==> src/core/sfdp_param_pkg.sv <==
// Constants for the program timing and suspend parameter words block.
// Assumes a 32-bit AXI4-Lite register bus with word-aligned offsets.
package sfdp_param_pkg;

  // ********************************************************************
  // Register map and bus answers
  // ********************************************************************
  localparam int          addr_w        = 4;
  localparam logic [3:0]  ofs_prog_word = 4'h0;
  localparam logic [3:0]  ofs_susp_word = 4'h4;
  localparam logic [3:0]  ofs_ctrl      = 4'h8;
  localparam logic [3:0]  ofs_status    = 4'hc;
  localparam logic [1:0]  resp_okay     = 2'h0;
  localparam logic [1:0]  resp_slverr   = 2'h2;
  localparam logic [1:0]  resp_decerr   = 2'h3;

  // ********************************************************************
  // Control and status fields
  // ********************************************************************
  localparam int          ctrl_err_bit  = 0;
  localparam int          ctrl_clr_bit  = 1;
  localparam logic        ctrl_err_rst  = 1'h0;
  localparam logic [15:0] count_rst     = 16'h0000;
  localparam logic [15:0] count_max     = 16'hffff;

  // ********************************************************************
  // Program timing word fields, msb first
  // ********************************************************************
  localparam logic [7:0]  pw_upper      = 8'he1;   // Bits 31:24, chip erase field.
  localparam logic [4:0]  pw_byte_next  = 5'h1f;   // Bits 23:19, not specified.
  localparam logic [4:0]  pw_byte_first = 5'h1f;   // Bits 18:14, not specified.
  localparam logic        pw_pp_unit    = 1'h1;    // Bit 13.
  localparam logic [4:0]  pw_pp_count   = 5'h09;   // Bits 12:8.
  localparam logic [3:0]  pw_page_exp   = 4'h8;    // Bits 7:4.
  localparam logic [3:0]  pw_pp_mult    = 4'h1;    // Bits 3:0.
  localparam logic [31:0] prog_word     = {pw_upper, pw_byte_next, pw_byte_first,
                                           pw_pp_unit, pw_pp_count, pw_page_exp,
                                           pw_pp_mult};

  // ********************************************************************
  // Suspend and resume word fields, msb first
  // ********************************************************************
  // suspend supported
  localparam logic        sw_unsupp     = 1'h0;    // Bit 31.
  localparam logic [1:0]  sw_ers_unit   = 2'h2;    // Bits 30:29.
  localparam logic [4:0]  sw_ers_count  = 5'h09;   // Bits 28:24.
  localparam logic [3:0]  sw_ers_gap    = 4'h1;    // Bits 23:20.
  localparam logic [1:0]  sw_prg_unit   = 2'h2;    // Bits 19:18.
  localparam logic [4:0]  sw_prg_count  = 5'h09;   // Bits 17:13.
  localparam logic [3:0]  sw_prg_gap    = 4'h1;    // Bits 12:9.
  localparam logic        sw_rsv        = 1'h1;    // Bit 8.
  localparam logic [3:0]  sw_ers_block  = 4'he;    // Bits 7:4.
  localparam logic [3:0]  sw_prg_block  = 4'hc;    // Bits 3:0.
  localparam logic [31:0] susp_word     = {sw_unsupp, sw_ers_unit, sw_ers_count,
                                           sw_ers_gap, sw_prg_unit, sw_prg_count,
                                           sw_prg_gap, sw_rsv, sw_ers_block,
                                           sw_prg_block};

endpackage : sfdp_param_pkg

==> src/core/axil_wr_capture.sv <==
// Holds an AXI4-Lite write address and write data, taken in either order.
// Assumes the owner pulses take only while pend is high.
`timescale 1ns/10ps
`default_nettype none

module axil_wr_capture (
  input  wire logic        clk,        // System clock.
  input  wire logic        nrst,       // Asynchronous reset, active low.
  input  wire logic        awvalid,    // Write address valid.
  output logic             awready,    // Write address ready.
  input  wire logic [3:0]  awaddr,     // Write address.
  input  wire logic        wvalid,     // Write data valid.
  output logic             wready,     // Write data ready.
  input  wire logic [31:0] wdata,      // Write data.
  input  wire logic [3:0]  wstrb,      // Byte strobes.
  input  wire logic        take,       // Owner consumes the pair.
  output logic             pend,       // Address and data both held.
  output logic [3:0]       pend_addr,  // Held address.
  output logic [31:0]      pend_data,  // Held data.
  output logic [3:0]       pend_strb   // Held strobes.
);

  typedef struct packed {
    logic        aw_full;
    logic        w_full;
    logic        awready;
    logic        wready;
    logic [3:0]  addr;
    logic [31:0] data;
    logic [3:0]  strb;
  } state_type;

  state_type state_r;
  state_type state_nxt;

  // Each channel closes once it holds an item and reopens after take.
  always_comb begin
    state_nxt = state_r;
    if (take) begin
      state_nxt.aw_full = 1'b0;
      state_nxt.w_full  = 1'b0;
    end
    if (awvalid && state_r.awready) begin
      state_nxt.aw_full = 1'b1;
      state_nxt.addr    = awaddr;
    end
    if (wvalid && state_r.wready) begin
      state_nxt.w_full = 1'b1;
      state_nxt.data   = wdata;
      state_nxt.strb   = wstrb;
    end
    state_nxt.awready = !state_nxt.aw_full;
    state_nxt.wready  = !state_nxt.w_full;
  end

  // Readies come up high right after reset.
  always_ff @(posedge clk or negedge nrst) begin
    if (!nrst) begin
      state_r         <= '0;
      state_r.awready <= 1'b1;
      state_r.wready  <= 1'b1;
    end else begin
      state_r <= state_nxt;
    end
  end

  assign awready   = state_r.awready;
  assign wready    = state_r.wready;
  assign pend      = state_r.aw_full && state_r.w_full;
  assign pend_addr = state_r.addr;
  assign pend_data = state_r.data;
  assign pend_strb = state_r.strb;

endmodule : axil_wr_capture

`default_nettype wire

==> src/core/param_word_rom.sv <==
// Two-word table of the fixed parameter words with a registered output.
// Assumes the caller holds the select for the cycle in which rd_en is high.
`timescale 1ns/10ps
`default_nettype none

module param_word_rom (
  input  wire logic        clk,      // System clock.
  input  wire logic        nrst,     // Asynchronous reset, active low.
  input  wire logic        rd_en,    // Load the output register.
  input  wire logic        rd_sel,   // 0 timing word, 1 suspend word.
  output logic [31:0]      rd_data   // Registered word.
);

  typedef struct packed {
    logic [31:0] q;
  } state_type;

  state_type state_r;
  state_type state_nxt;

  always_comb begin
    state_nxt = state_r;
    if (rd_en) begin
      state_nxt.q = rd_sel ? sfdp_param_pkg::susp_word : sfdp_param_pkg::prog_word;
    end
  end

  // The table itself has no storage; only the output is a flip-flop.
  always_ff @(posedge clk or negedge nrst) begin
    if (!nrst) begin
      state_r <= '0;
    end else begin
      state_r <= state_nxt;
    end
  end

  assign rd_data = state_r.q;

endmodule : param_word_rom

`default_nettype wire

==> src/core/sfdp_program_suspend_params.sv <==
// Register slave that serves the program timing and suspend parameter words.
// Assumes an AXI4-Lite master on clk, one write and one read at most at a time.
// Control and status words sit beside the two fixed words.
// Reads and writes proceed independently of each other.
`timescale 1ns/10ps
`default_nettype none

module sfdp_program_suspend_params (
  input  wire logic        clk,      // System clock, 20 MHz.
  input  wire logic        nrst,     // Asynchronous reset, active low.
  input  wire logic        awvalid,  // Write address valid.
  output logic             awready,  // Write address ready.
  input  wire logic [3:0]  awaddr,   // Write byte address.
  input  wire logic [2:0]  awprot,   // Write protection, unused.
  input  wire logic        wvalid,   // Write data valid.
  output logic             wready,   // Write data ready.
  input  wire logic [31:0] wdata,    // Write data.
  input  wire logic [3:0]  wstrb,    // Write byte strobes.
  output logic             bvalid,   // Write response valid.
  input  wire logic        bready,   // Write response ready.
  output logic [1:0]       bresp,    // Write response code.
  input  wire logic        arvalid,  // Read address valid.
  output logic             arready,  // Read address ready.
  input  wire logic [3:0]  araddr,   // Read byte address.
  input  wire logic [2:0]  arprot,   // Read protection, unused.
  output logic             rvalid,   // Read data valid.
  input  wire logic        rready,   // Read data ready.
  output logic [31:0]      rdata,    // Read data.
  output logic [1:0]       rresp     // Read response code.
);

  // ********************************************************************
  // Types and state
  // ********************************************************************

  // Read channel sequence: wait for an address, load the data, hold it.
  // The table output is registered, so one load cycle sits between the
  // address handshake and the read data.
  // The address channel stays closed until the data are taken.
  typedef enum logic [2:0] {
    rd_idle = 3'b001,
    rd_load = 3'b010,
    rd_resp = 3'b100
  } rd_state_type;

  // Everything the slave remembers between clock edges.
  // Write address and data are held in the capture submodule.
  typedef struct packed {
    rd_state_type rd_state;
    logic [3:0]   rd_addr;
    logic         arready;
    logic         rvalid;
    logic [31:0]  rdata;
    logic [1:0]   rresp;
    logic         bvalid;
    logic [1:0]   bresp;
    logic         err_en;
    // Attempt and read counts shown in the status word.
    logic [15:0]  wr_ignored;
    logic [15:0]  rd_count;
  } state_type;

  // Registered state and its next value.
  state_type   state_r;
  state_type   state_nxt;

  // Held write pair and its consume strobe.
  logic        wr_pend;
  logic [3:0]  wr_addr;
  logic [31:0] wr_data;
  logic [3:0]  wr_strb;
  logic        wr_take;

  // Read address take and the table word.
  logic        rd_take;
  logic [31:0] rom_data;

  // Unused protection inputs, folded.
  logic        unused_prot;

  // ********************************************************************
  // Helper functions
  // ********************************************************************

  // Word offset of a byte address; the two low bits are ignored.
  function automatic logic [3:0] word_ofs(input logic [3:0] addr);
    return {addr[3:2], 2'b00};
  endfunction : word_ofs

  // True for the word offset of either fixed parameter word.
  function automatic logic is_param_word(input logic [3:0] addr);
    return (word_ofs(addr) == sfdp_param_pkg::ofs_prog_word) ||
           (word_ofs(addr) == sfdp_param_pkg::ofs_susp_word);
  endfunction : is_param_word

  // True for the control register.
  function automatic logic is_ctrl(input logic [3:0] addr);
    return word_ofs(addr) == sfdp_param_pkg::ofs_ctrl;
  endfunction : is_ctrl

  // True for the status register.
  function automatic logic is_status(input logic [3:0] addr);
    return word_ofs(addr) == sfdp_param_pkg::ofs_status;
  endfunction : is_status

  // True for any offset that the slave decodes.
  function automatic logic is_mapped(input logic [3:0] addr);
    return is_param_word(addr) || is_ctrl(addr) || is_status(addr);
  endfunction : is_mapped

  // ********************************************************************
  // Counters
  // ********************************************************************

  // Saturating event counter; an event in the clearing cycle still counts.
  // A counter stops at its top value instead of wrapping to zero.
  function automatic logic [15:0] next_count(input logic [15:0] cnt,
                                             input logic        inc,
                                             input logic        clr);
    logic [15:0] base;
    base = clr ? sfdp_param_pkg::count_rst : cnt;
    if (inc && (base != sfdp_param_pkg::count_max)) begin
      base = base + 16'h0001;
    end
    return base;
  endfunction : next_count

  // ********************************************************************
  // Submodules
  // ********************************************************************

  // Both submodules run on the slave's clock and reset.

  // Holds write address and data until both have arrived.
  // Its readies stay low while a pair is held, stalling the master.
  axil_wr_capture u_wr_capture (
    .clk       (clk),
    .nrst      (nrst),
    .awvalid   (awvalid),
    .awready   (awready),
    .awaddr    (awaddr),
    .wvalid    (wvalid),
    .wready    (wready),
    .wdata     (wdata),
    .wstrb     (wstrb),
    .take      (wr_take),
    .pend      (wr_pend),
    .pend_addr (wr_addr),
    .pend_data (wr_data),
    .pend_strb (wr_strb)
  );

  // Address bit 2 tells the two fixed words apart.
  // words from table
  param_word_rom u_word_rom (
    .clk     (clk),
    .nrst    (nrst),
    .rd_en   (rd_take),
    .rd_sel  (araddr[2]),
    .rd_data (rom_data)
  );

  // ********************************************************************
  // Handshake terms
  // ********************************************************************

  // A read address is taken at the edge where valid meets ready.
  // The table loads at that same edge from the address then standing.
  assign rd_take = arvalid && state_r.arready;

  // A held write pair is consumed only while no response is outstanding.
  // This keeps an unaccepted response from being overwritten.
  assign wr_take = wr_pend && !state_r.bvalid;

  // Protection bits carry no meaning for this slave.
  // The reduction only keeps the inputs from being left unread.
  assign unused_prot = ^{awprot, arprot};

  // ********************************************************************
  // Next state
  // ********************************************************************

  // Read sequence, write effects, control and counters.
  // Locals get defaults first so no path leaves them unassigned.
  always_comb begin
    logic ctrl_hit;
    logic clr_cnt;
    logic ro_hit;
    logic rd_word;

    ctrl_hit  = 1'b0;
    clr_cnt   = 1'b0;
    ro_hit    = 1'b0;
    rd_word   = 1'b0;
    state_nxt = state_r;

    // Read channel.
    case (state_r.rd_state)

      // Idle: take an address and close the address channel.
      rd_idle: begin
        if (rd_take) begin
          state_nxt.rd_addr  = araddr;
          state_nxt.arready  = 1'b0;
          state_nxt.rd_state = rd_load;
        end
      end

      // Load: the table word is valid now and moves to the read data.
      rd_load: begin
        state_nxt.rvalid   = 1'b1;
        state_nxt.rresp    = sfdp_param_pkg::resp_okay;
        state_nxt.rd_state = rd_resp;
        if (is_param_word(state_r.rd_addr)) begin
          state_nxt.rdata = rom_data;
          rd_word         = 1'b1;
        end else if (is_ctrl(state_r.rd_addr)) begin
          // Control reads return the error enable alone.
          state_nxt.rdata = {31'h00000000, state_r.err_en};
        end else if (is_status(state_r.rd_addr)) begin
          // Status packs the read count above the write count.
          state_nxt.rdata = {state_r.rd_count, state_r.wr_ignored};
        end else begin
          // Kept for a wider map; every 4-bit offset is decoded.
          state_nxt.rdata = 32'h00000000;
          state_nxt.rresp = sfdp_param_pkg::resp_decerr;
        end
      end

      // Respond: data and code stand until the master takes them.
      rd_resp: begin
        if (rready) begin
          state_nxt.rvalid   = 1'b0;
          state_nxt.arready  = 1'b1;
          state_nxt.rd_state = rd_idle;
        end
      end

      // An illegal state code returns the channel to idle.
      default: begin
        state_nxt.rvalid   = 1'b0;
        state_nxt.arready  = 1'b1;
        state_nxt.rd_state = rd_idle;
      end

    endcase

    // Write response retires when the master accepts it.
    // A new pair waits while this response stands.
    if (state_r.bvalid && bready) begin
      state_nxt.bvalid = 1'b0;
    end

    // Write effects at the edge where the held pair is consumed.
    // Read-only targets keep their value; the code may report the try.
    if (wr_take) begin
      state_nxt.bvalid = 1'b1;
      state_nxt.bresp  = sfdp_param_pkg::resp_okay;
      ctrl_hit = is_ctrl(wr_addr) && wr_strb[0];
      ro_hit   = is_param_word(wr_addr);

      // Unmapped space answers with a decode error.
      if (!is_mapped(wr_addr)) begin
        state_nxt.bresp = sfdp_param_pkg::resp_decerr;
      end else if (ro_hit || is_status(wr_addr)) begin
        if (state_r.err_en) begin
          state_nxt.bresp = sfdp_param_pkg::resp_slverr;
        end
      end

      // Only the low byte lane carries control bits.
      if (ctrl_hit) begin
        state_nxt.err_en = wr_data[sfdp_param_pkg::ctrl_err_bit];
        clr_cnt          = wr_data[sfdp_param_pkg::ctrl_clr_bit];
      end
    end

    // Counters; the clear bit is a pulse and never stored.
    // An event in the clearing cycle survives, so none is lost.
    state_nxt.wr_ignored = next_count(state_r.wr_ignored, ro_hit, clr_cnt);
    state_nxt.rd_count   = next_count(state_r.rd_count, rd_word, clr_cnt);
  end

  // ********************************************************************
  // State register
  // ********************************************************************

  // Reset opens the read address channel and clears every counter.
  // The struct resets to zero first; named fields follow.
  // Only constants appear here, as an asynchronous reset needs.
  always_ff @(posedge clk or negedge nrst) begin
    if (!nrst) begin
      state_r            <= '0;
      state_r.rd_state   <= rd_idle;
      state_r.arready    <= 1'b1;
      state_r.err_en     <= sfdp_param_pkg::ctrl_err_rst;
      state_r.wr_ignored <= sfdp_param_pkg::count_rst;
      state_r.rd_count   <= sfdp_param_pkg::count_rst;
    end else begin
      state_r <= state_nxt;
    end
  end

  // ********************************************************************
  // Outputs
  // ********************************************************************

  // Every output comes straight from a flip-flop.
  // The write readies come from the capture flip-flops.

  // Read channel outputs.
  assign arready = state_r.arready;
  assign rvalid  = state_r.rvalid;
  assign rdata   = state_r.rdata;
  assign rresp   = state_r.rresp;

  // Write response outputs.
  assign bvalid  = state_r.bvalid;
  assign bresp   = state_r.bresp;

endmodule : sfdp_program_suspend_params

`default_nettype wire
==> config.mk <==
export PLATFORM = sky130hd
export DESIGN_NAME = sfdp_program_suspend_params
export DESIGN_NICKNAME = d
export VERILOG_FILES = /design/src/core/sfdp_param_pkg.sv /design/src/core/axil_wr_capture.sv /design/src/core/param_word_rom.sv /design/src/core/sfdp_program_suspend_params.sv
export SDC_FILE = /design/constraint.sdc
export NUM_CORES = 1
export LEC_CHECK = 0
export BUFFER_PORTS_ARGS = -buffer_cell sky130_fd_sc_hd__buf_2
export CORE_MARGIN = 2
export CORE_UTILIZATION = 36
export DETAILED_ROUTE_END_ITERATION = 10
export SLEW_MARGIN = 20
export SYNTH_ARGS = -nofsm -noshare
export SYNTH_HDL_FRONTEND = slang
export SYNTH_SLANG_ARGS = --single-unit
==> constraint.sdc <==
create_clock -name clk -period 5.05 [get_ports clk]
set_input_delay 1.01 -clock clk [delete_from_list [all_inputs] [get_ports clk]]
set_output_delay 1.01 -clock clk [all_outputs]
set_load 0.03 [all_outputs]
---- Word-level counts from Yosys, hierarchy flattened ----
Cells that the tools add are included.
word-level totals
  output and inout bits ................... 41
  bits in registers ....................... 122
  logic and storage cells ................. 92
operators by class
  muxes and demuxes ....................... 31
  bitwise logic cells ..................... 2
  add/sub/neg operators ................... 2
  reductions and logical operators ........ 25
  equality and inequality tests ........... 13
operators with widths
  kind                                           count
  2-to-1 mux 32 bit                              4
  2-to-1 mux 16 bit                              4
  adder 16 x 1 -> 16 bit, second input constant  2
  != test 16 bit, second input constant          2
  2-to-1 mux 2 bit                               8
  logical AND 1 bit                              9
  2-to-1 mux 1 bit                               9
  case mux 3 bit (3 select lines)                1
  == test 2 bit, second input constant           4
  2-to-1 mux 8 bit                               1
  AND reduction 2 bit                            4
  case mux 1 bit (3 select lines)                2
  logical OR 1 bit                               5
  == test 2 x 1 -> 1 bit, second input constant  2
  logical NOT 2 bit                              2
  2-to-1 mux 4 bit                               1
  != test 2 bit, second input constant           2
  == test 3 x 1 -> 1 bit, second input constant  1
  == test 3 x 2 -> 1 bit, second input constant  1
  == test 3 bit, second input constant           1
  logical NOT 1 bit                              3
  2-to-1 mux 3 bit                               1
  AND reduction 3 bit                            1
  NOT 1 bit                                      2
  nonzero test 2 bit                             1

---- Logic depth before layout (Yosys ltp) ----
  depth in word-level cells ............... 8
  gate-level depth with buffers ........... 6
  mapped depth without buffers ............ 4

---- Modules after synthesis ----
Synthesis repeated with hierarchy kept, for this count alone.
second synthesis, totals
  cells, all modules ...................... 581
  area, all modules ....................... 6168.4 µm²
modules (own cells, without submodules)
  module                       cells each  area an instance (µm²)  sequential area each (µm²)  times used
  sfdp_program_suspend_params  406         3828.7                  1904.3                      1
  axil_wr_capture              138         2008.2                  1103.6                      1
  param_word_rom               37          331.6                   75.1                        1

---- Worst setup path before layout ----
OpenSTA, ideal clock, no wires.
  kind .................................... in2reg
  from .................................... input arvalid
  to ...................................... register state_r[74] (netlist bit)
  slack ................................... 3.112 ns
  setup time .............................. 0.125 ns
  required time ........................... 4.925 ns
  stages .................................. 3
  data arrival time ....................... 1.813 ns
  buffers on the path ..................... 0
  cells stage by stage .................... nand2_1 > nor3_1 > mux2_2
on the way
  longest elaborated chain between the ends .. 2
RTL lines
  item                           line                                source
  from (decl)                    sfdp_program_suspend_params.sv:22   input wire logic arvalid,
  logical AND 1 bit              sfdp_program_suspend_params.sv:169  assign rd_take = arvalid && state_r.arready;
  AND reduction 2 bit (no line)  --
  to (signal assigned)           sfdp_program_suspend_params.sv:300  state_r <= state_nxt;
  to (decl)                      sfdp_program_suspend_params.sv:64   state_type state_r;
Every way passes these cells.
A chain may end at the register's enable or synchronous reset.

---- Worst setup path after layout ----
  from .................................... register, netlist name arready
  to ...................................... output arready
RTL lines
  item       line                               source
  to (decl)  sfdp_program_suspend_params.sv:23  output logic arready,
No word-level cell between the ends.

==> results_dict.tcl <==
set metrics [dict create \
    finalCritPeriodShare_pct 41.5 \
    io_pins 98 \
    hold_viol_final 0 \
    drv_slew 0 \
    cp.required_ps 4040 \
    ctsResizeCount 0 \
    numPortBuffers 54 \
    initial_core_util_pct 37.0 \
    maxCapViolCount 0 \
    crit_fanout 4 \
    async_reset_ff_share_pct 100 \
    synth_fp_nets 493 \
    cts_buffer_depth 2 \
    min_from "u_word_rom.rd_data[30]" \
    hpwl_um 5650 \
    wl_per_cell_um 14.8 \
    postCtsHoldBufs 0 \
    grt-ovfl-total 0 \
    cpLargestDelayFamily "flip-flops" \
    synth_edf_count 0 \
    globalplace.congestion 0.817 \
    vdd_drop_max_v 0.000283 \
    min_to "u_word_rom.rd_data[30]" \
    grt_start_max_net_pins 89 \
    max-slew-margin-rel_pct 32.4 \
    grt_usage_pct 14.5 \
    fill_cells 1136 \
    nets 501 \
    yosysSeqAreaShare_pct 52.0 \
    syn_area_um2 4250 \
    timing.setup.tns_ps 0 \
    worst_hold_path_type "reg2reg" \
    h-tree-depth 3 \
    p_int_mw 1.49 \
    grt_pass1_wl_um 14800 \
    synth_cell_types 48 \
    cts.sinks 88 \
    power_density_nw_per_um2 524 \
    worstHoldPathCells 1 \
    antenna_cells 0 \
    clkTransAtPathRegs_ps 60 \
    synth.top_cell.area_share_pct 49.5 \
    timing.fmax_mhz 478 \
    die_area_um2 12700 \
    synth_most_common_cell "dfrtp_1" \
    p_clk_share_pct 25.2 \
    setup_viol 0 \
    insertion_delay_ps 340 \
    wirelength_um 8760 \
    worst_path_largest_cell_delay_ps 550 \
    synth-main-ff-cell "dfrtp_1" \
    sequentialPowerShare_pct 43.3 \
    crit_arrival_ps 1080 \
    regToRegSetupSlack_ps 2980 \
    start_kind "flop" \
    max_slew.worst_pin.slew_ps 1010 \
    power.total_mw 2.41 \
    r2r-start "state_r[75]" \
    antenna_left 0 \
    synth.avg_cell_area_um2 9.74 \
    r2r_end "state_r[7]" \
    cts_buffers 9 \
    grt_pass1_vias 3010 \
    p_sw_mw 0.924 \
    via_count 3147 \
    netlist_top_cells_area "dfrtp_1 (50%), buf_4 (6.7%), nand2_1 (5.7%), o21ai_0 (5.4%), a21oi_1 (5.1%)" \
    core_region_area_um2 11500 \
    ys_ff_latch 88 \
    grt_setup_unrepaired "false" \
    power.leakage_nw 2.08 \
    fin_skew_ps 6.45 \
    die_h_um 113 \
    path_cells "buf_2" \
    cts_tree "done" \
    switching_share_pct 38.4 \
    synthTopCellsByCount "dfrtp_1 (84), nand2_1 (64), o21ai_0 (46)" \
    detail_route.drc_violations 0 \
    drive_above_1_share_pct 20.5 \
    cp-end-kind "output port" \
    die_x_um 113 \
    root_buffer "clkbuf_16" \
    critPathBufInv 1 \
    synth_warnings 0 \
    rr_worst_depth 4 \
    antenna_found_initial 0 \
    synth.largest_area_cell "dfrtp_1" \
    period_minus_slack_ps 2090 \
    fin_util_pct 40.1 \
    status "completed" \
    syn_to_final_growth_pct 8.31 \
    postCtsSetupBuffers 0 \
    cp_slowest_cell "dfstp_2" \
    rows 39 \
    share_comb_of_total_power_pct 31.4 \
    avgViaCountPerCell 5.32 \
    synth_cells 436 \
    dr.pass1.iters 4 \
    path_class "reg2out" \
    drt_iter0_drc 161 \
]
-- power groups by stage --
stage	clock [mW]	combinational (mW)	sequential (mW)
4_1_cts	0.627	0.769	1.05
3_3_place_gp	0	0.759	1.05
3_5_place_dp	0	0.767	1.06
5_1_grt	0.658	0.836	1.08
6_report	0.608	0.757	1.04
2_1_floorplan	0	0.667	1.05
-- layout make-up --
class                      instances  area [um2]  area share, %
sequential                        88        2210           48.0
inverter                           9        33.8          0.735
timing repair buffer              54         277           6.01
clock buffer                      13         250           5.44
tap                              143         179           3.89
clock inverter                     3        17.5          0.381
multi-input combinational        282        1630           35.5
-- through the flow --
| stage | setup slack [ps] | cells | area, um2 | hold slack [ps] |
|---|---|---|---|---|
| floorplan | 3110 | 436 | 4250 | 427 |
| global placement | 2870 | 576 | 4320 | 444 |
| detailed placement | 2840 | 576 | 4320 | 446 |
| CTS | 2830 | 592 | 4590 | 464 |
| global route | 2850 | 592 | 4600 | 479 |
| finish | 2960 | 592 | 4600 | 461 |
-- logic make-up after synthesis --
family	Yosys count	share of synthesized area (%)
muxes	14	3.60
AOI/OAI and AO/OA	115	15.4
xor gates and xnor gates	1	0.206
buffers and inverters	66	9.58
DFF	88	52.0
and+or+nand+nor	152	19.2
-- registers in the layout, summed over array words and instances, names as in the netlist, 2 cells and up --
name and cells:
bresp 2, u_wr_capture.pend_addr 2, u_word_rom.rd_data 3, rdata 32, state_r 38, u_wr_capture.pend_data 2, u_wr_capture.state_r 2
-- worst max path at each step --
stage	start	endpoint	cells past startpoint
2_1_floorplan	arvalid	state_r[74]	3
4_1_cts	state_r[77]	state_r[10]	4
3_3_place_gp	state_r[77]	state_r[10]	4
6_report	arready	arready	1
5_1_grt	state_r[75]	state_r[14]	4
3_5_place_dp	state_r[77]	state_r[10]	4
-- routing by layer --
metal	part of all wire, %	routed length [um]	global-route usage, %
met5	0	0	0
met4	0.98	86	4.63
met3	5.0	434	4.54
met2	48	4180	23.2
met1	46	4050	18.9
-- cell usage in the layout, fill, tap and decap left out, types with 5 or more instances in the layout --
cell type  Yosys  routed
o21ai_0       46      46
or3_1          7       7
mux2_2        10      10
and4_1         5       5
nand2_1       64      64
nor2_1        10      10
nand4_1       11      11
dfrtp_1       84      84
or4_1          7       7
nor3_1        10      10
inv_1          9       9
and3_1         5       5
clkbuf_16      0       9
a21oi_1       43      43
nand3_1       11      11
o31ai_1        6       6
buf_2          0      53
Power figures use the tool's default switching activity.
